==> config.mk <==
export PLATFORM = sky130hd
export DESIGN_NAME = dcmsr_regs
export DESIGN_NICKNAME = d
export VERILOG_FILES = /design/src/rtl/dcmsr_fifo.sv /design/src/rtl/dcmsr_pkg.sv /design/src/rtl/dcmsr_regs.sv
export SDC_FILE = /design/constraint.sdc
export NUM_CORES = 1
export LEC_CHECK = 0
export ABC_AREA = 1
export BUFFER_PORTS_ARGS = -buffer_cell sky130_fd_sc_hd__buf_2
export CORE_ASPECT_RATIO = 2
export CORE_MARGIN = 3
export CORE_UTILIZATION = 35
export CTS_CLUSTER_DIAMETER = 30
export DETAILED_ROUTE_END_ITERATION = 10
export GPL_TIMING_DRIVEN = 0
export RECOVER_POWER = 50
export SLEW_MARGIN = 0
export SYNTH_ARGS = -nofsm -noshare
export SYNTH_HDL_FRONTEND = slang
export SYNTH_SLANG_ARGS = --single-unit
==> constraint.sdc <==
create_clock -name clk -period 9.6 [get_ports clk]
set_clock_uncertainty 0.15 [all_clocks]
set_input_delay 1.44 -clock clk [delete_from_list [all_inputs] [get_ports clk]]
set_output_delay 1.44 -clock clk [all_outputs]
set_load 0.01 [all_outputs]
==> src/rtl/dcmsr_fifo.sv <==
// Byte buffer of the disk unit; its module stands beside the register bank

==> src/rtl/dcmsr_pkg.sv <==
// Package of register addresses, field positions and timing counts for the disk mode/status bank
package dcmsr_pkg;
    // Register pointer values (register file addresses)
    localparam logic [3:0] DCMSR_ADDR_HEAD = 4'h4;
    localparam logic [3:0] DCMSR_ADDR_CYL = 4'h5;
    localparam logic [3:0] DCMSR_ADDR_MODE_CHIP = 4'h8;
    localparam logic [3:0] DCMSR_ADDR_TERM = 4'h9;
    localparam logic [3:0] DCMSR_ADDR_DATA = 4'hA;
    // Mode register fields
    localparam int DCMSR_MODE_HARD = 7;
    localparam int DCMSR_MODE_FM = 4;
    // Termination mask fields
    localparam int DCMSR_TM_CRC_PRESET = 7;
    localparam int DCMSR_TM_INT_DONE = 5;
    localparam int DCMSR_TM_DDM = 4;
    localparam int DCMSR_TM_USER = 3;
    localparam int DCMSR_TM_WP = 2;
    localparam int DCMSR_TM_RDYCHG = 1;
    localparam int DCMSR_TM_WF = 0;
    // Interrupt flag fields
    localparam int DCMSR_IF_PEND = 7;
    localparam int DCMSR_IF_DMAR = 6;
    localparam int DCMSR_IF_DONE = 5;
    localparam int DCMSR_IF_RDYCHG = 2;
    localparam int DCMSR_IF_OVR = 1;
    localparam int DCMSR_IF_BAD = 0;
    // Termination codes
    localparam logic [1:0] DCMSR_TC_OK = 2'h0;
    localparam logic [1:0] DCMSR_TC_ID = 2'h1;
    localparam logic [1:0] DCMSR_TC_SEEK = 2'h2;
    localparam logic [1:0] DCMSR_TC_DATA = 2'h3;
    // Reset values
    localparam logic [7:0] DCMSR_RST_BYTE = 8'h00;
    // Step timing: hard disk, double density, in ns
    localparam int DCMSR_CLK_NS = 10;
    localparam int DCMSR_STEP_MIN_NS = 200000;
    localparam int DCMSR_FAST_SEEK_NS = 17600;
    localparam int DCMSR_FAST_REST_NS = 21800;
    localparam int DCMSR_PULSE_NS = 11200;
    localparam int DCMSR_STEP_MIN_CYC = DCMSR_STEP_MIN_NS / DCMSR_CLK_NS;
    localparam int DCMSR_FAST_SEEK_CYC = DCMSR_FAST_SEEK_NS / DCMSR_CLK_NS;
    localparam int DCMSR_FAST_REST_CYC = DCMSR_FAST_REST_NS / DCMSR_CLK_NS;
    localparam int DCMSR_PULSE_CYC = (DCMSR_PULSE_NS + DCMSR_CLK_NS - 1) / DCMSR_CLK_NS;
    // Floppy multipliers
    localparam int DCMSR_FLOPPY8_MUL = 10;
    localparam int DCMSR_FLOPPY5_MUL = 20;
endpackage

==> src/rtl/dcmsr_regs.sv <==
// Mode, termination-mask and status register bank of the disk unit, with its byte buffer
`timescale 1ns/1ps
`default_nettype none
// How it works
// - Mode bit 4 selects FM, else MFM
// - FM doubles step period and pulse width
// - Step rates scale from clock; 000 fastest
// - Mask bit 7 presets CRC ones or zeros
// - CRC accumulation starts at first A1 byte
// - Done/ready-change interrupts gated by mask bits 5,1
// - Deleted mark or user input ends after sector
// - Write protect ends write/format immediately
// - Write fault sets done, ends after sector
// - Data register moves DMA bytes, holds head delay
// - Reading interrupt flags drops interrupt output
// - Pending bit sets on done/ready change, read clears
// - Ready line edge sets ready-change, read clears
// - DMA request bit until byte moved
// - Unacknowledged DMA sets overrun flag
// - Done sets at completion, clears on command
// - Termination code 00/01/10/11 meaning
// - Retry, correction, CRC, deleted-mark status bits
// - Sync or compare error ends command
// - ID sync loads head/cylinder capture bytes
// - Step periods double per code from 001 to 111, 0.2 ms to 12.8 ms on hard disk MFM
// - Reset pin or command idles outputs
module dcmsr_regs
    import dcmsr_pkg::*;
#(
    parameter int FIFO_DEPTH = 16
) (
    // Clock and reset
    input wire logic clk,
    input wire logic sys_rst,
    input wire logic rst_n_pin,
    // Host bus
    input wire logic cmd_sel,
    input wire logic rd_wr,
    input wire logic bus_strobe_n,
    input wire logic [7:0] host_bus_lines_in,
    output logic [7:0] host_bus_lines_out,
    output logic host_bus_lines_oe_n,
    output logic int_out,
    // Register pointer from the command sequencer
    input wire logic ptr_load,
    input wire logic [3:0] ptr_value,
    // Sequencer events
    input wire logic cmd_done,
    input wire logic [1:0] term_code,
    input wire logic retry_evt,
    input wire logic ecc_fix_evt,
    input wire logic crc_err_evt,
    input wire logic ddm_seen,
    input wire logic sync_err_evt,
    input wire logic cmp_err_evt,
    input wire logic sector_end,
    input wire logic write_cmd,
    input wire logic reset_cmd,
    input wire logic [1:0] drive_num,
    // ID capture
    input wire logic id_sync,
    input wire logic [7:0] id_head_byte,
    input wire logic [7:0] id_cyl_byte,
    // Drive status lines
    input wire logic drv_ready,
    input wire logic drv_user,
    input wire logic drv_wprot,
    input wire logic drv_wfault,
    // Disk data stream (read side fills, write side drains)
    input wire logic disk_rd_valid,
    output logic disk_rd_ready,
    input wire logic [7:0] disk_rd_data,
    output logic disk_wr_byte_req,
    input wire logic disk_byte_due,
    // Configuration outputs to sequencers
    output logic fm_mode,
    output logic hard_disk,
    output logic crc_preset_ones,
    output logic crc_start,
    output logic [7:0] head_delay,
    output logic [31:0] step_period_cyc,
    output logic [15:0] step_pulse_cyc,
    output logic term_now,
    output logic term_after_sector
);
    // Whole register state as one struct
    typedef struct packed {
        logic strobe;
        logic rdy;
        logic [3:0] ptr;
        logic [7:0] mode;
        logic [7:0] tmask;
        logic [7:0] iflags;
        logic [1:0] tcode;
        logic [7:0] chip;
        logic [7:0] head;
        logic [7:0] cyl;
        logic [7:0] delay;
        logic [7:0] dout;
        logic oe_n;
        logic irq;
        logic [7:0] cmd;
        logic crc_go;
        logic stop_now;
        logic stop_sect;
        logic rd_rdy;
        logic [31:0] step;
        logic [15:0] pulse;
    } dcmsr_state_t;

    dcmsr_state_t st_q;
    dcmsr_state_t st_d;
    // FIFO drain side toward the host
    logic fifo_valid;
    logic fifo_pop;
    logic [7:0] fifo_data;
    logic fifo_in_ready;
    logic fifo_fill; // Byte accepted from the read stream

    // Read stream passes through the buffer; host reads of data pop it
    dcmsr_fifo #(.WIDTH(8), .DEPTH(FIFO_DEPTH)) u_fifo (
        .clk(clk),
        .sys_rst(sys_rst),
        .in_valid(fifo_fill),
        .in_ready(fifo_in_ready),
        .in_data(disk_rd_data),
        .out_valid(fifo_valid),
        .out_ready(fifo_pop),
        .out_data(fifo_data)
    );

    // Strobe edge is a falling transition of the active-low line
    logic acc;
    logic any_rst;
    logic [31:0] base;
    logic [2:0] rate;
    assign acc = st_q.strobe && !bus_strobe_n;
    assign any_rst = !rst_n_pin || reset_cmd;
    assign fifo_pop = acc && !cmd_sel && rd_wr && st_q.ptr == DCMSR_ADDR_DATA;
    assign rate = st_q.mode[2:0];
    // Only bytes offered while the registered ready stood are taken
    assign fifo_fill = disk_rd_valid && st_q.rd_rdy;

    // Next-state logic
    always_comb begin
        st_d = st_q;
        base = '0;
        st_d.strobe = bus_strobe_n;
        st_d.rdy = drv_ready;
        st_d.crc_go = 1'b0;
        // Ready drops a cycle after each byte: the flop cannot see the last free slot,
        // so half the rate is traded for never losing a byte
        st_d.rd_rdy = fifo_in_ready && !fifo_fill;
        st_d.oe_n = 1'b1;
        // Pointer load by the sequencer, auto-increment up to data
        if (ptr_load) begin
            st_d.ptr = ptr_value;
        end
        // Host access decode
        if (acc) begin
            if (cmd_sel && !rd_wr) begin
                // Command write clears done and status
                st_d.cmd = host_bus_lines_in;
                st_d.iflags[DCMSR_IF_DONE] = 1'b0;
                st_d.iflags[DCMSR_IF_BAD] = 1'b0;
                st_d.chip = DCMSR_RST_BYTE;
                st_d.stop_now = 1'b0;
                st_d.stop_sect = 1'b0;
            end else if (cmd_sel) begin
                // Status read: clears pending and ready change
                st_d.dout = {st_q.iflags[7:5], st_q.tcode, st_q.iflags[2:0]};
                st_d.oe_n = 1'b0;
                st_d.iflags[DCMSR_IF_PEND] = 1'b0;
                st_d.iflags[DCMSR_IF_RDYCHG] = 1'b0;
                st_d.irq = 1'b0;
            end else begin
                if (st_q.ptr != DCMSR_ADDR_DATA) begin
                    st_d.ptr = st_q.ptr + 4'h1;
                end
                if (!rd_wr) begin
                    unique case (st_q.ptr)
                        DCMSR_ADDR_MODE_CHIP: st_d.mode = host_bus_lines_in;
                        DCMSR_ADDR_TERM: st_d.tmask = host_bus_lines_in;
                        DCMSR_ADDR_DATA: st_d.delay = host_bus_lines_in;
                        default: ;
                    endcase
                end else begin
                    st_d.oe_n = 1'b0;
                    unique case (st_q.ptr)
                        DCMSR_ADDR_HEAD: st_d.dout = st_q.head;
                        DCMSR_ADDR_CYL: st_d.dout = st_q.cyl;
                        DCMSR_ADDR_MODE_CHIP: st_d.dout = {st_q.chip[7:2], drive_num};
                        DCMSR_ADDR_DATA: st_d.dout = fifo_data;
                        default: st_d.dout = 8'h00;
                    endcase
                end
            end
        end
        // DMA request tracks the byte buffer; cleared by the transfer
        st_d.iflags[DCMSR_IF_DMAR] = fifo_valid && !fifo_pop;
        // Byte due with no transfer taken counts as overrun
        if (disk_byte_due && (!fifo_in_ready || fifo_valid)) begin
            st_d.iflags[DCMSR_IF_OVR] = 1'b1;
        end
        // Ready line transition in either direction
        if (drv_ready != st_q.rdy) begin
            st_d.iflags[DCMSR_IF_RDYCHG] = 1'b1;
            if (st_q.tmask[DCMSR_TM_RDYCHG]) begin
                st_d.iflags[DCMSR_IF_PEND] = 1'b1;
                st_d.irq = 1'b1;
            end
        end
        // Chip status events
        if (retry_evt) st_d.chip[7] = 1'b1;
        if (ecc_fix_evt) st_d.chip[6] = 1'b1;
        if (crc_err_evt) st_d.chip[5] = 1'b1;
        st_d.chip[4] = ddm_seen;
        if (sync_err_evt) st_d.chip[3] = 1'b1;
        if (cmp_err_evt) st_d.chip[2] = 1'b1;
        if (sync_err_evt || cmp_err_evt) st_d.stop_now = 1'b1;
        // Mask-driven termination conditions
        if (st_q.tmask[DCMSR_TM_WP] && write_cmd && drv_wprot) begin
            st_d.stop_now = 1'b1;
        end
        if ((st_q.tmask[DCMSR_TM_DDM] && ddm_seen) ||
            (st_q.tmask[DCMSR_TM_USER] && drv_user) ||
            (st_q.tmask[DCMSR_TM_WF] && write_cmd && drv_wfault)) begin
            st_d.stop_sect = 1'b1;
        end
        // Done set: by sequencer, or at once, or at sector end; set wins over clear
        // Only the cycle an immediate stop appears counts, so a read can clear pending
        if (cmd_done || (st_d.stop_now && !st_q.stop_now) ||
            (st_q.stop_sect && sector_end)) begin
            st_d.iflags[DCMSR_IF_DONE] = 1'b1;
            st_d.tcode = term_code;
            if (st_q.tmask[DCMSR_TM_INT_DONE]) begin
                st_d.iflags[DCMSR_IF_PEND] = 1'b1;
                st_d.irq = 1'b1;
            end
        end
        // ID field sync: capture head and cylinder, CRC restarts
        if (id_sync) begin
            st_d.head[6:0] = id_head_byte[6:0];
            if (id_head_byte[7]) st_d.head[7] = 1'b1;
            st_d.iflags[DCMSR_IF_BAD] = id_head_byte[7];
            st_d.cyl = id_cyl_byte;
            st_d.crc_go = 1'b1;
        end
        // Step period: hard disk base doubling per code, floppy scaled
        if (rate == 3'h0) begin
            base = 32'(DCMSR_FAST_SEEK_CYC);
        end else begin
            base = 32'(DCMSR_STEP_MIN_CYC) << (rate - 3'h1);
        end
        if (!st_q.mode[DCMSR_MODE_HARD]) begin
            base = base * 32'(DCMSR_FLOPPY8_MUL);
        end
        st_d.step = st_q.mode[DCMSR_MODE_FM] ? base << 1 : base;
        st_d.pulse = 16'(DCMSR_PULSE_CYC);
        if (!st_q.mode[DCMSR_MODE_HARD]) begin
            st_d.pulse = 16'(DCMSR_PULSE_CYC * DCMSR_FLOPPY8_MUL);
        end
        if (st_q.mode[DCMSR_MODE_FM]) begin
            st_d.pulse = st_d.pulse << 1;
        end
        // Reset pin or reset command: bus idle, interrupt low, head flags cleared
        if (any_rst) begin
            st_d.irq = 1'b0;
            st_d.oe_n = 1'b1;
            st_d.iflags = DCMSR_RST_BYTE;
            st_d.chip = DCMSR_RST_BYTE;
            st_d.head = DCMSR_RST_BYTE;
            st_d.stop_now = 1'b0;
            st_d.stop_sect = 1'b0;
        end
    end

    // State register; synchronous reset to constants
    always_ff @(posedge clk) begin
        if (sys_rst) begin
            st_q <= '0;
            st_q.strobe <= 1'b1;
            st_q.oe_n <= 1'b1;
        end else begin
            st_q <= st_d;
        end
    end

    // All outputs come from the state flops
    assign host_bus_lines_out = st_q.dout;
    assign host_bus_lines_oe_n = st_q.oe_n;
    assign int_out = st_q.irq;
    assign disk_rd_ready = st_q.rd_rdy;
    assign disk_wr_byte_req = st_q.iflags[DCMSR_IF_DMAR];
    assign fm_mode = st_q.mode[DCMSR_MODE_FM];
    assign hard_disk = st_q.mode[DCMSR_MODE_HARD];
    assign crc_preset_ones = st_q.tmask[DCMSR_TM_CRC_PRESET];
    assign crc_start = st_q.crc_go;
    assign head_delay = st_q.delay;
    assign step_period_cyc = st_q.step;
    assign step_pulse_cyc = st_q.pulse;
    assign term_now = st_q.stop_now;
    assign term_after_sector = st_q.stop_sect;
endmodule

// Valid/ready FIFO with parameterised width and depth
module dcmsr_fifo #(
    parameter int WIDTH = 8,
    parameter int DEPTH = 16
) (
    // Clock and reset
    input wire logic clk,
    input wire logic sys_rst,
    // Fill side
    input wire logic in_valid,
    output logic in_ready,
    input wire logic [WIDTH-1:0] in_data,
    // Drain side
    output logic out_valid,
    input wire logic out_ready,
    output logic [WIDTH-1:0] out_data
);
    localparam int AW = $clog2(DEPTH);
    // Storage array
    logic [WIDTH-1:0] mem_q [DEPTH];
    // Pointers and fill count
    logic [AW-1:0] wr_q;
    logic [AW-1:0] rd_q;
    logic [AW:0] cnt_q;
    logic push;
    logic pop;

    assign in_ready = (cnt_q != (AW+1)'(DEPTH));
    assign out_valid = (cnt_q != '0);
    assign out_data = mem_q[rd_q];
    assign push = in_valid && in_ready;
    assign pop = out_valid && out_ready;

    // Pointer and count update; simultaneous push and pop keeps count
    always_ff @(posedge clk) begin
        if (sys_rst) begin
            wr_q <= '0;
            rd_q <= '0;
            cnt_q <= '0;
        end else begin
            if (push) begin
                mem_q[wr_q] <= in_data;
                wr_q <= (wr_q == AW'(DEPTH - 1)) ? '0 : wr_q + AW'(1);
            end
            if (pop) begin
                rd_q <= (rd_q == AW'(DEPTH - 1)) ? '0 : rd_q + AW'(1);
            end
            cnt_q <= cnt_q + (AW+1)'(push) - (AW+1)'(pop);
        end
    end
endmodule
`default_nettype wire

== Word-level counts from Yosys, hierarchy flattened ==
Memories as Yosys holds them, arrays and structs flattened. A register that Yosys moved wholly into a read port is not among the register bits.
Index checks and enable logic that the tools add are counted.

* Register bits after elaboration: 143
* Bits in latches: 0
* Bits in writable memories: 128
* ROM bits: 0
* Input port bits: 64
* Output and inout port bits: 74
* Logic and storage cells: 190
* Memories kept: 1

{| class="wikitable"
|+ Memory list
! name !! depth !! width !! read ports !! clocked after memory_dff !! write ports !! line !! text
|-
| u_fifo.mem_q || 16 || 8 || 1 || 1 || 1 || dcmsr_regs.sv:325 || <nowiki>logic [WIDTH-1:0] mem_q [DEPTH];</nowiki>
|}

* Add/subtract/negate cells: 6
* Multiply operators: 1
* Divide/modulo/power cells: 0
* Order comparisons: 0
* Eq/ne operators: 11
* Shifts and indexed selects: 1
* Mux-type cells: 57
* Bitwise gates (word level): 4
* Reductions and logical operators: 73

{| class="wikitable"
|+ Operators by type and width
! cell !! number
|-
| 2-to-1 mux 32 bit || 3
|-
| 2-to-1 mux 21 bit || 2
|-
| 2-to-1 mux 8 bit || 5
|-
| nonzero test 2 bit || 19
|-
| multiplier 32 x 3 -> 31 bit (second input constant) || 1
|-
| 2-to-1 mux 16 bit || 2
|-
| case mux 8 bit (4 select lines) || 1
|-
| left shift 15 x 3 -> 32 bit (first input constant) || 1
|-
| 2-to-1 mux 1 bit || 31
|-
| 2-to-1 mux 9 bit || 3
|-
| 2-to-1 mux 4 bit || 6
|-
| == test 4 bit (second input constant) || 5
|-
| 2-to-1 mux 20 bit || 1
|-
| AND reduction 2 bit || 10
|-
| logical AND 1 bit || 19
|-
| AND reduction 5 bit || 3
|-
| 2-to-1 mux 14 bit || 1
|-
| adder 4 x 1 -> 4 bit (second input constant) || 3
|-
| == test 4 x 3 -> 1 bit (second input constant) || 2
|-
| logical NOT 1 bit || 8
|-
| logical OR 1 bit || 7
|-
| AND reduction 3 bit || 2
|-
| adder 5 x 1 -> 5 bit || 1
|-
| != test 5 bit (second input constant) || 1
|-
| 11 further kinds || 16
|}

== Depth between registers and ports, before layout ==
Gate-level depths: netlist of run 1.

* Word-level depth: 11
* Mapped depth: 21
* Depth with buffers taken out: 21

== Hierarchy ==
A second synthesis of run 1 with hierarchy kept.

* Cells, all modules: 1,389
* Area total of the unflattened synthesis: 11,885.1 um^2

{| class="wikitable"
|+ By module, submodules not included
! module !! instances !! cells each !! area each (um^2) !! sequential area each (um^2)
|-
| dcmsr_fifo || 1 || 610 || 6,274.8 || 4,184.0
|-
| dcmsr_regs || 1 || 779 || 5,610.4 || 2,001.9
|}

== Least setup slack after synthesis of run 1 ==
Ideal clock, no wire load.

* Path type: input -> register
* Start: input port bus_strobe_n
* End: register u_fifo.cnt_q[4]
* Library setup time: 0.070 ns
* Data arrival time: 3.194 ns
* Data required time: 9.380 ns
* Setup slack: 6.186 ns
* Cell stages on the path: 16
* Buffers on the path: 0
* Cells stage by stage: inv_1 nand2_1 nor2_1 nand2_1 nor2_1 nand2_1 inv_1 ha_1 inv_1 ha_1 fa_1 nand2_1 a21oi_1 nor2_1 o21ai_0 a21oi_1

* Cells in the longest elaborated chain, start to end: 7

{| class="wikitable"
|+ RTL lines
! element !! line !! text
|-
| from (decl) || dcmsr_regs.sv:39 || <nowiki>input wire logic bus_strobe_n,</nowiki>
|-
| logical NOT 1 bit || dcmsr_regs.sv:137 || <nowiki>assign acc = st_q.strobe && !bus_strobe_n;</nowiki>
|-
| logical AND 1 bit || dcmsr_regs.sv:137 ||
|-
| logical AND 1 bit (3 in a row) || dcmsr_regs.sv:139 || <nowiki>assign fifo_pop = acc && !cmd_sel && rd_wr && st_q.ptr == DCMSR_ADDR_DATA;</nowiki>
|-
| logical AND 1 bit || dcmsr_regs.sv:337 || <nowiki>assign pop = out_valid && out_ready;</nowiki>
|-
| named net u_fifo.pop || dcmsr_regs.sv:331 || <nowiki>logic pop;</nowiki>
|-
| subtractor 5 x 1 -> 5 bit || dcmsr_regs.sv:353 || <nowiki>cnt_q <= cnt_q + (AW+1)'(push) - (AW+1)'(pop);</nowiki>
|-
| to (signal assigned) || dcmsr_regs.sv:353 ||
|-
| to (decl) || dcmsr_regs.sv:329 || <nowiki>logic [AW:0] cnt_q;</nowiki>
|}

The timed path passes the listed nets, and every way through them passes these cells.
A chain may end at the register's enable or synchronous reset.

== Worst setup path in the final report of run 1 ==
* Start: register st_q, in the netlist rate[0]
* End: register st_q, in the netlist step_period_cyc[20]

* Cells in the longest elaborated chain, start to end: 6
* Elaborated cells between the ends (all ways): 7
* Classes of those cells: add/sub: 1; mul: 1; shift: 1; mux: 3; reduce/logical: 1

{| class="wikitable"
|+ RTL lines
! element !! line !! text
|-
| from (decl) || dcmsr_regs.sv:111 || <nowiki>dcmsr_state_t st_q;</nowiki>
|-
| from (signal assigned) || dcmsr_regs.sv:285 || <nowiki>st_q <= st_d;</nowiki>
|-
| subtractor 3 x 1 -> 3 bit || dcmsr_regs.sv:253 || <nowiki>base = 32'(DCMSR_STEP_MIN_CYC) << (rate - 3'h1);</nowiki>
|-
| left shift 15 x 3 -> 32 bit || dcmsr_regs.sv:253 ||
|-
| 2-to-1 mux 32 bit (*) || dcmsr_regs.sv:250 || <nowiki>if (rate == 3'h0) begin</nowiki>
|-
| multiplier 32 x 3 -> 31 bit || dcmsr_regs.sv:256 || <nowiki>base = base * 32'(DCMSR_FLOPPY8_MUL);</nowiki>
|-
| 2-to-1 mux 32 bit (*) || dcmsr_regs.sv:255 || <nowiki>if (!st_q.mode[DCMSR_MODE_HARD]) begin</nowiki>
|-
| 2-to-1 mux 32 bit (*) || dcmsr_regs.sv:258 || <nowiki>st_d.step = st_q.mode[DCMSR_MODE_FM] ? base << 1 : base;</nowiki>
|}

Mark *: on every way between the ends. The rest lies on a longest branch, timed or not.

==> results of run 1 <==
## worst max-delay path, delay by kind of cell, from the launching register on
kind,cells,cell delay [ns]
AO/OA/AOI/OAI,3,0.41
flip-flops,1,0.56
adder cells (fa/ha/maj),3,0.96
buffers and inverters,2,0.31
AND/OR/NAND/NOR,13,1.45
## registers in the layout, summed over array words and instances, names as in the netlist, 3 cells and up, named ones only
name	cells
u_fifo.rd_q	4
u_fifo.mem_q	128
step_pulse_cyc	8
u_fifo.wr_q	4
st_q	41
u_fifo.cnt_q	5
step_period_cyc	22
host_bus_lines_out	8
head_delay	8
rate	3
## cell type report
cell class              instances  share of cell area
flip-flops and latches        245              0.4531
inverters                     109             0.03015
clock buffers                  31             0.05370
clock inverters                21             0.01842
repair buffers                122             0.04133
multi-input cells             804              0.3152
well taps                     427             0.03913
plain buffers                 106             0.04894
## logic make-up after synthesis
group / synth area share
AO/OA/AOI/OAI: 0.1389
XOR/XNOR: 0.009887
adder cells (fa/ha/maj): 0.05563
buffers and inverters: 0.09376
flip-flops: 0.5372
multiplexers: 0.0008692
other: 0.0003256
AND/OR/NAND/NOR: 0.1635
## where the power goes
part	switching, W	leakage, nW	internal [W]
combinational	0.000126	3.03	0.0000697
clock	0.000480	0.465	0.000630
sequential	0.0000146	2.10	0.00113
total	0.000620	5.60	0.00183
## layer usage
| metal | GRT usage | wire, µm | vias up | part of all wire |
|---|---|---|---|---|
| li1 | - | - | 4526 | - |
| met1 | 0.1840 | 11600 | 4333 | 0.35 |
| met2 | 0.3699 | 18860 | 293 | 0.57 |
| met3 | 0.01877 | 1392 | 75 | 0.042 |
| met4 | 0.08430 | 1378 | 0 | 0.041 |
| met5 | 0 | 0 | - | 0 |
## metrics by stage
step | utilization | hold WS [ns] | total power [W] | setup slack [ns]
after global placement | 0.3930 | 0.2991 | 0.001356 | 5.647
after CTS | 0.4234 | 0.3182 | 0.002471 | 5.708
after global routing | 0.4221 | 0.3304 | 0.002536 | 5.302
after floorplan | - | 0.2745 | 0.001282 | 6.186
final | 0.4221 | 0.3185 | 0.002446 | 5.669
after detailed placement | 0.3930 | 0.3084 | 0.001361 | 5.585
## worst min-delay path by stage
| stage | start | endpoint | cells past startpoint |
|---|---|---|---|
| 3_5_place_dp | st_q[90]$_SDFFE_PP0P_ | st_q[90]$_SDFFE_PP0P_ | 2 |
| 2_1_floorplan | st_q[116]$_SDFFE_PP0P_ | st_q[116]$_SDFFE_PP0P_ | 2 |
| 6_report | st_q[89]$_SDFFE_PP0P_ | st_q[89]$_SDFFE_PP0P_ | 2 |
| 4_1_cts | st_q[90]$_SDFFE_PP0P_ | st_q[90]$_SDFFE_PP0P_ | 2 |
| 3_3_place_gp | st_q[87]$_SDFFE_PP0P_ | st_q[87]$_SDFFE_PP0P_ | 2 |
| 5_1_grt | st_q[90]$_SDFFE_PP0P_ | st_q[90]$_SDFFE_PP0P_ | 2 |
## layout by cell type, fill, tap and decap left out, types with 5 or more instances in the layout
cell type / count
nand3_2: 5
nand4_1: 12
clkinv_1: 6
inv_8: 5
o211ai_1: 18
buf_2: 92
dfxtp_1: 117
conb_1: 16
edfxtp_1: 128
inv_2: 5
o221ai_1: 15
clkbuf_16: 29
o22ai_1: 10
xnor2_1: 6
buf_4: 69
a22oi_1: 8
inv_1: 98
nor3_1: 5
ha_1: 48
a21oi_1: 71
xor2_1: 7
o21ai_0: 131
nand2_1: 166
clkbuf_1: 67
a221oi_1: 7
nand3_1: 50
nor2_1: 194
o21ai_1: 5
==> results.py, run 1 <==
metrics = {
    "die": {
        "die_h_um": 262.5,
        "initial_core_util": 0.3560,
        "rows": 93,
        "core_mm2": 0.03235,
        "num_io_pins": 138,
        "die_x_um": 134.3,
        "dieArea_mm2": 0.03525,
    },
    "placement": {
        "port-buffer-count": 121,
        "place_inst": 1812,
        "dp_hpwl_mm": 25.82,
        "gp_congestion": 0.9031,
        "postPlaceCellArea_mm2": 0.01271,
    },
    "logic_synthesis": {
        "syn-mean-instance-area_um2": 9.220,
        "synth_common_cells": "191 x nor2_1, 166 x nand2_1, 130 x o21ai_0",
        "synthTopCellsByArea": "edfxtp_1 33%, dfxtp_1 20%, nor2_1 6.2%",
        "async_flop_share": 0,
        "synthCells": 1249,
        "netlist-cell-type-count": 49,
        "synth_top_area_frac": 0.3338,
        "ys.flop_type": "edfxtp_1",
        "ys_ff_latch": 245,
        "ys_warn_count": 0,
        "synth_enable_flop_cells": 128,
        "synth_most_common_cell": "nor2_1",
        "yosysSeqAreaShare": 0.5372,
        "synthesis.area_mm2": 0.01152,
        "synth_top_area_cell": "edfxtp_1",
    },
    "finish": {
        "fin_cells": 1865,
        "design_area_mm2": 0.01365,
        "regArea_mm2": 0.006186,
        "area.growth.synth_to_final_pct": 18.56,
        "layout-drive-gt1-share": 0.1669,
        "multiInputGateArea_mm2": 0.004304,
        "antenna_cells": 0,
        "nets": 1531,
        "fillers": 3308,
    },
    "worst_setup_path": {
        "cp_max_fo": 12,
        "worst_setup_path_end_kind": "register",
        "crit_type": "reg -> reg",
        "rr_worst_depth": 21,
        "critical_path.most_common_cell": "nand2_1",
        "r2r_end": "step_period_cyc[20]$_SDFF_PP0_",
        "crit_slowest_cell": "dfxtp_1",
        "critical-path-max-stage-delay_ns": 0.56,
        "cp.required_ns": 9.89,
        "endpoint": "step_period_cyc[20]$_SDFF_PP0_",
        "crit_start": "rate[0]$_SDFFE_PP0P_",
        "start_kind": "register",
        "cp_cell_sequence": "inv_1 > ha_1 > or2_4 > nand2_8 > inv_4 > o21ai_2 > a21oi_1 > ha_1 > ha_1 > a21oi_1 > nand2_1 > nand3_1 > nand2_1 > nand2_1 > nand3_2 > nand2_1 > nand2_1 > nand2_1 > nand3_1 > nand3_1 > nand2_1",
        "arrival_ns": 4.22,
        "reg2reg_slack_ns": 5.67,
        "reg2reg_from": "rate[0]$_SDFFE_PP0P_",
    },
    "grt": {
        "antenna_found_initial": 0,
        "grt_pass1_vias": 9362,
        "grt_pass1_wl_mm": 50.94,
        "grt_start_max_net_pins": 17,
        "gr-total-overflow": 0,
        "track_usage": 0.1845,
    },
    "timing": {
        "finalSetupViolCount": 0,
        "worst_slew_pin_slew_ns": 1.340,
        "tns_ns": 0,
        "fmax_mhz": 254.4,
        "final-hold-violation-count": 0,
        "finalCriticalPeriod_ns": 3.931,
        "finalCritPeriodShare": 0.4095,
        "max_slew_margin": 0.09986,
        "rsz0062_at_grt": "no",
        "maxSlewViolCount": 0,
    },
    "cts": {
        "cts.htree.levels": 1,
        "cts_root_buf": "clkbuf_16",
        "insertion_delay_ns": 0.55,
        "hold_buffers": 0,
        "cts_tree": "done",
        "cts_buffers": 29,
        "cts.sink_count": 245,
        "cts.repair.resized": 0,
        "cts_setup_buffers": 0,
        "clockBufferDepth": 3,
        "clk_pin_slew_ns": 0.06,
    },
    "route": {
        "drc": 0,
        "drt_pass1_iterations": 5,
        "post_drt_wl_per_cell_um": 17.82,
        "drt-initial-drc-count": 483,
        "drt_wl_total_mm": 33.23,
        "vias": 9227,
        "routed_via_density": 4.947,
        "ant_nets": 0,
    },
    "power_and_ir_drop": {
        "vdd_drop_max_mv": 0.1515,
        "p_leak_nw": 5.601,
        "powerDensity_mw_per_mm2": 179.2,
    },
    "outcome": {
        "outcome": "finished, final reports clean",
    },
    "min_path": {
        "hp-class": "reg -> reg",
    },
    "job": {
        "cap_viol_max_count": 0,
    },
}
No activity file was read; power rests on OpenSTA's default activity.
==> inputs of run 2 (changes only) <==
ABC_AREA = 0   (was 1)
clock period = 3.8 ns   (was 9.6 ns; I/O delays follow)
==> run 2 against run 1 <==
Against the previous run:
- the run now ends with setup timing left
- utilization up 1.8 points
- via count down 11%
- hold slack lost 0.27 ns
- non-clock buffer count up 35
- routed wire length is 1.6% lower
- clock power rose to 2.5 times the previous value
- clock-buffer cell count fell by 1
- combinational power up 110%
- sequential share of layout area down 2.0 points
- global-route usage is 0.17 points lower
- critical path type unchanged
- critical endpoint is now step_period_cyc[19]$_SDFF_PP0_
==> results.py, run 2 <==
metrics = {
    "min_path": {
        "min_from": "rst_n_pin",
        "hp-class": "in -> reg",
    },
    "cts": {
        "cts_buffers": 29,
        "hold_buffers": 0,
        "clockBufferDepth": 3,
        "clk_pin_slew_ns": 0.07,
        "cts.htree.levels": 1,
        "insertion_delay_ns": 0.57,
        "cts_root_buf": "clkbuf_16",
        "cts.sink_count": 245,
        "cts_tree": "done",
    },
    "finish": {
        "largest_register_ffs": 128,
        "nets": 1301,
        "area.growth.synth_to_final_pct": 23.46,
        "largest_register": "u_fifo.mem_q",
        "design_area_mm2": 0.01429,
        "layout-drive-gt1-share": 0.2678,
        "layout_commonest_cell": "edfxtp_1",
        "final_cell_mix": "128 x edfxtp_1, 115 x dfxtp_1, 97 x nor2_1",
    },
    "worst_setup_path": {
        "crit_slowest_cell": "a311o_1",
        "crit_type": "reg -> reg",
        "critical-path-max-stage-delay_ns": 0.39,
        "arrival_ns": 4.20,
        "cp_max_fo": 5,
        "start_kind": "register",
        "worst_setup_path_end_kind": "register",
        "reg2reg_from": "rate[1]$_SDFFE_PP0P_",
        "crit_start": "rate[1]$_SDFFE_PP0P_",
        "cp.required_ns": 4.13,
        "cp_cell_sequence": "clkbuf_16 > clkinvlp_4 > ha_4 > clkbuf_16 > buf_6 > o31ai_4 > ha_1 > ha_1 > nor2b_1 > a311o_1 > buf_4 > a211o_4 > a31oi_4 > o32ai_1 > nor2_1",
    },
    "timing": {
        "finalSetupViolCount": 6,
        "rsz0062_at_grt": "yes",
        "setup_ws_ns": -0.07492,
        "max_slew_margin": 0.09673,
        "maxSlewViolCount": 0,
        "fmax_mhz": 258.1,
        "worst_slew_pin_slew_ns": 1.345,
        "final-hold-violation-count": 0,
        "finalCriticalPeriod_ns": 3.875,
        "fin_hold_ws_ns": 0.05035,
        "finalCritPeriodShare": 1.020,
    },
    "route": {
        "drc": 0,
        "post_drt_wl_per_cell_um": 19.96,
        "ant_nets": 0,
        "routed_via_density": 5.004,
        "drt_pass1_iterations": 5,
        "vias": 8197,
        "drt-initial-drc-count": 411,
        "drt_wl_total_mm": 32.69,
    },
    "grt": {
        "gr-total-overflow": 0,
        "grt_pass1_wl_mm": 49.73,
        "grt_pass1_vias": 8711,
        "track_usage": 0.1828,
        "antenna_found_initial": 1,
        "grt_start_max_net_pins": 17,
    },
    "logic_synthesis": {
        "netlist-cell-type-count": 71,
        "ys.flop_type": "edfxtp_1",
        "syn-mean-instance-area_um2": 11.66,
        "yosysSeqAreaShare": 0.5343,
        "synth_top_area_frac": 0.3320,
        "synth_most_common_cell": "edfxtp_1",
        "synth_common_cells": "128 x edfxtp_1, 117 x dfxtp_1, 101 x nor2_1",
        "ys_warn_count": 0,
        "ys_ff_latch": 245,
        "synthTopCellsByArea": "edfxtp_1 33%, dfxtp_1 20%, mux4_2 7.8%",
        "synth_top_area_cell": "edfxtp_1",
        "synth_enable_flop_cells": 128,
        "synthesis.area_mm2": 0.01158,
        "synthCells": 993,
        "async_flop_share": 0,
    },
    "die": {
        "rows": 93,
        "initial_core_util": 0.3566,
        "num_io_pins": 138,
        "die_x_um": 134.6,
        "core_mm2": 0.03246,
        "die_h_um": 263.2,
        "dieArea_mm2": 0.03543,
    },
    "placement": {
        "gp_congestion": 0.9003,
        "dp_hpwl_mm": 24.93,
        "place_ws_ns": -0.8872,
        "port-buffer-count": 119,
        "postPlaceCellArea_mm2": 0.01279,
    },
    "power_and_ir_drop": {
        "vdd_drop_max_mv": 0.4086,
        "p_leak_nw": 5.426,
        "powerDensity_mw_per_mm2": 422.7,
        "power.total_w": 0.006042,
    },
    "outcome": {
        "violations": "setup timing",
        "outcome": "complete, but fails checks",
    },
    "job": {
        "cap_viol_max_count": 0,
    },
}
## run 2: worst paths after layout
| check | slack [ns] | depth (start not counted) | end |
|---|---|---|---|
| setup / recovery | -0.07 | 15 | step_period_cyc[19]$_SDFF_PP0_ |
| hold / removal | 0.05 | 2 | host_bus_lines_oe_n$_SDFF_PP1_ |
| setup reg to reg | -0.07 | 15 | step_period_cyc[19]$_SDFF_PP0_ |
| hold reg to reg | 0.31 | 2 | st_q[111]$_SDFF_PP0_ |
## run 2: logic make-up after synthesis
| family | count (synthesis) | synth area share |
|---|---|---|
| compound gates | 166 | 0.09283 |
| xor+xnor | 18 | 0.01362 |
| fa+ha+maj | 50 | 0.05533 |
| buf+inv | 141 | 0.07144 |
| flops | 245 | 0.5343 |
| mux | 84 | 0.1160 |
| other cells | 1 | 0.0003239 |
| simple gates | 288 | 0.1162 |
## run 2: where the power goes
part           switching [W]  leakage [nW]  internal (W)
Clock                0.00124         0.479       0.00154
Combinational       0.000241          2.84      0.000160
Sequential         0.0000313          2.10       0.00283
Total                0.00151          5.43       0.00453
## run 2: layout make-up
cell class	count	area (µm²)
antenna	1	2.502
timing repair buffer	151	769.5
clock inverter	24	265.3
clock buffer	30	729.5
inverter	26	105.1
sequential	245	6193
buffer	112	789.5
multi-input combinational	622	4905
tap	427	534.3
fill	3001	18170
## run 2: critical path: cells and delay by family (launching register included)
kind                     cells  cell delay (ns)
flip-flops                   1             0.35
AO/OA/AOI/OAI                5             1.38
buffers and inverters        5             0.72
adder cells (fa/ha/maj)      3             0.82
AND/OR/NAND/NOR              2             0.35
## run 2: what timing repair did
| action | CTS | global route |
|---|---|---|
| endpoints found under the setup margin | 14 | 12 |
| setup buffers | 27 | 4 |
| cloned | 1 | 0 |
| pin swaps | 20 | 16 |
| gates resized for setup | 58 | 22 |
## run 2: per-layer routing
metal / wire length (µm) / vias to the layer above / track usage
li1: - / 3925 / -
met1: 10410 / 3919 / 0.1641
met2: 19030 / 255 / 0.3744
met3: 1314 / 98 / 0.02218
met4: 1927 / 0 / 0.1039
met5: 0 / - / 0
## run 2: per-stage QoR
| stage | utilization | cells | TNS (ns) |
|---|---|---|---|
| 2_1_floorplan | - | 1008 | 0 |
| 3_3_place_gp | 0.3940 | 1554 | -8.382 |
| 3_5_place_dp | 0.3940 | 1554 | -8.651 |
| 4_1_cts | 0.4387 | 1633 | -0.1846 |
| 5_1_grt | 0.4402 | 1637 | -1.384 |
| 6_report | 0.4403 | 1638 | -0.2989 |
==> inputs of run 3 (changes only) <==
CORE_MARGIN = not set   (was 3)
==> run 3 against run 2 <==
Against the previous run:
- the flow still finishes with violations (setup timing)
- fmax down 1.4%
- via count up 2.2%
- flip-flop and latch count unchanged
- sequential power about the same
- combinational power about the same
- sequential share of layout area down 0.84 points
- utilization up 1.0 points
- hold slack better by 0.042 ns
- cell count up 1.0%
- critical path type unchanged
- critical endpoint is now step_period_cyc[21]$_SDFF_PP0_
- highest routed layer unchanged
==> results.py, run 3 (same netlist as run 2, synthesis figures left out) <==
metrics = {
    "outcome": {
        "outcome": "complete, but fails checks",
        "violations": "setup timing",
    },
    "worst_setup_path": {
        "reg2reg_from": "rate[1]$_SDFFE_PP0P_",
        "worst_setup_path_end_kind": "register",
        "r2r_end": "step_period_cyc[21]$_SDFF_PP0_",
        "rr_worst_depth": 17,
        "crit_type": "reg -> reg",
        "arrival_ns": 4.21,
        "crit_slowest_cell": "a311o_2",
        "crit_start": "rate[1]$_SDFFE_PP0P_",
        "cp_cell_sequence": "clkbuf_16 > clkinvlp_4 > ha_4 > buf_4 > nor2b_4 > nand2_2 > o221ai_4 > inv_2 > ha_1 > ha_4 > nor2b_2 > a311o_2 > a2111oi_4 > buf_4 > or3b_1 > nand3_2 > a221oi_2",
        "endpoint": "step_period_cyc[21]$_SDFF_PP0_",
        "start_kind": "register",
        "path_delay_family": "compound AO/OA/AOI/OAI gates",
        "cp_max_fo": 6,
        "cp.required_ns": 4.08,
        "path_buf_inv": 5,
        "cp.depth": 17,
        "reg2reg_slack_ns": -0.13,
        "critical-path-max-stage-delay_ns": 0.46,
    },
    "timing": {
        "max_slew_margin": 0.1307,
        "tns_ns": -0.6134,
        "setup_ws_ns": -0.1314,
        "final-hold-violation-count": 0,
        "finalCriticalPeriod_ns": 3.931,
        "maxSlewViolCount": 0,
        "fmax_mhz": 254.4,
        "finalSetupViolCount": 9,
        "finalCritPeriodShare": 1.035,
        "rsz0062_at_grt": "yes",
        "worst_slew_pin_slew_ns": 1.294,
    },
    "grt": {
        "gr-total-overflow": 0,
        "grt_pass1_wl_mm": 49.54,
        "track_usage": 0.2003,
        "grt_start_max_net_pins": 17,
        "grt_pass1_vias": 8708,
        "antenna_found_initial": 1,
    },
    "route": {
        "vias": 8379,
        "drt_wl_total_mm": 33.17,
        "ant_nets": 0,
        "post_drt_wl_per_cell_um": 20.04,
        "drt-initial-drc-count": 371,
        "drc": 0,
        "routed_via_density": 5.063,
        "drt_pass1_iterations": 5,
    },
    "power_and_ir_drop": {
        "power.switching_w": 0.001531,
        "power.total_w": 0.006486,
        "vdd_drop_max_mv": 0.2365,
        "clockPowerShare": 0.497,
        "powerDensity_mw_per_mm2": 445.0,
        "swShare": 0.2361,
        "internal_power_w": 0.004955,
        "power_frac_seq": 0.442,
        "p_comb_frac": 0.062,
        "p_leak_nw": 5.544,
    },
    "die": {
        "die_x_um": 130.6,
        "num_io_pins": 138,
        "initial_core_util": 0.3579,
        "dieArea_mm2": 0.03385,
        "rows": 93,
        "die_h_um": 259.2,
        "core_mm2": 0.03235,
    },
    "cts": {
        "cts.sink_count": 245,
        "clockBufferDepth": 3,
        "cts.htree.levels": 2,
        "cts_buffers": 34,
        "insertion_delay_ns": 0.52,
        "cts_root_buf": "clkbuf_16",
        "cts_tree": "done",
        "clk_pin_slew_ns": 0.06,
    },
    "placement": {
        "port-buffer-count": 119,
        "dp_hpwl_mm": 24.84,
        "gp_congestion": 0.9479,
    },
    "finish": {
        "nets": 1317,
        "layout-drive-gt1-share": 0.2818,
        "final_cell_mix": "128 x edfxtp_1, 115 x dfxtp_1, 104 x buf_4",
        "antenna_cells": 0,
        "area.growth.synth_to_final_pct": 25.89,
        "largest_register_ffs": 128,
        "layout_commonest_cell": "edfxtp_1",
        "largest_register": "u_fifo.mem_q",
    },
    "min_path": {
        "hp-class": "in -> reg",
    },
    "job": {
        "cap_viol_max_count": 0,
    },
}
-- run 3: through the flow --
step	instances	hold slack (ns)	utilization	setup slack, ns	cell area [µm²]
2_1_floorplan	1008	0.2786	-	0.02494	11660
3_3_place_gp	1554	0.2913	0.3954	-0.6501	12790
3_5_place_dp	1554	0.2991	0.3954	-0.6852	12790
4_1_cts	1650	0.07344	0.4472	-0.1113	14470
5_1_grt	1655	0.09596	0.4506	-0.2461	14580
6_report	1655	0.09220	0.4506	-0.1314	14580
-- run 3: how the worst min path moves through the flow --
| stage | slack [ns] | endpoint | start | cells after the start |
|---|---|---|---|---|
| 2_1_floorplan | 0.28 | st_q[105]$_SDFFE_PP0P_ | st_q[105]$_SDFFE_PP0P_ | 2 |
| 3_3_place_gp | 0.29 | int_out$_SDFF_PP0_ | int_out$_SDFF_PP0_ | 2 |
| 3_5_place_dp | 0.30 | int_out$_SDFF_PP0_ | int_out$_SDFF_PP0_ | 2 |
| 4_1_cts | 0.07 | host_bus_lines_oe_n$_SDFF_PP1_ | rst_n_pin | 2 |
| 5_1_grt | 0.1 | host_bus_lines_oe_n$_SDFF_PP1_ | rst_n_pin | 2 |
| 6_report | 0.09 | host_bus_lines_oe_n$_SDFF_PP1_ | rst_n_pin | 2 |
-- run 3: layout make-up --
cell class / count / area [µm²]
Multi-Input combinational cell: 622 / 4941
Clock buffer: 37 / 903.4
Tap cell: 427 / 534.3
Timing Repair Buffer: 162 / 850.8
Buffer: 112 / 778.2
Sequential cell: 245 / 6193
Fill cell: 3015 / 17770
Clock inverter: 24 / 269.0
Inverter: 26 / 105.1
-- run 3: worst reg2reg max path, stage by stage, from the launching register on --
cell and delay [ns]:
dfxtp_4 0.35, clkbuf_16 0.14, clkinvlp_4 0.20, ha_4 0.26
buf_4 0.14, nor2b_4 0.16, nand2_2 0.10, o221ai_4 0.09
inv_2 0.08, ha_1 0.33, ha_4 0.22, nor2b_2 0.16
a311o_2 0.46, a2111oi_4 0.30, buf_4 0.20, or3b_1 0.12
nand3_2 0.10, a221oi_2 0.27
-- run 3: timing repair --
item	4_1_cts	5_1_grt
gates resized for setup	50	33
setup buffers	38	8
hold buffers	0	0
endpoints found under the setup margin	12	14
pin swaps	26	18
-- run 3: metal layers --
layer	vias to the layer above	track usage	share of wire
met2	280	0.3977	0.57
met5	-	0	0
met4	0	0.1367	0.071
li1	3957	-	-
met1	4036	0.1772	0.32
met3	106	0.02762	0.038
-- run 3: power groups by stage --
stage | sequential [W] | clock [W] | combinational [W]
finish | 0.00286 | 0.00322 | 0.000402
global placement | 0.00292 | 0 | 0.000390
detailed placement | 0.00292 | 0 | 0.000397
global route | 0.00287 | 0.00337 | 0.000447
CTS | 0.00286 | 0.00328 | 0.000405
floorplan | 0.00291 | 0 | 0.000244
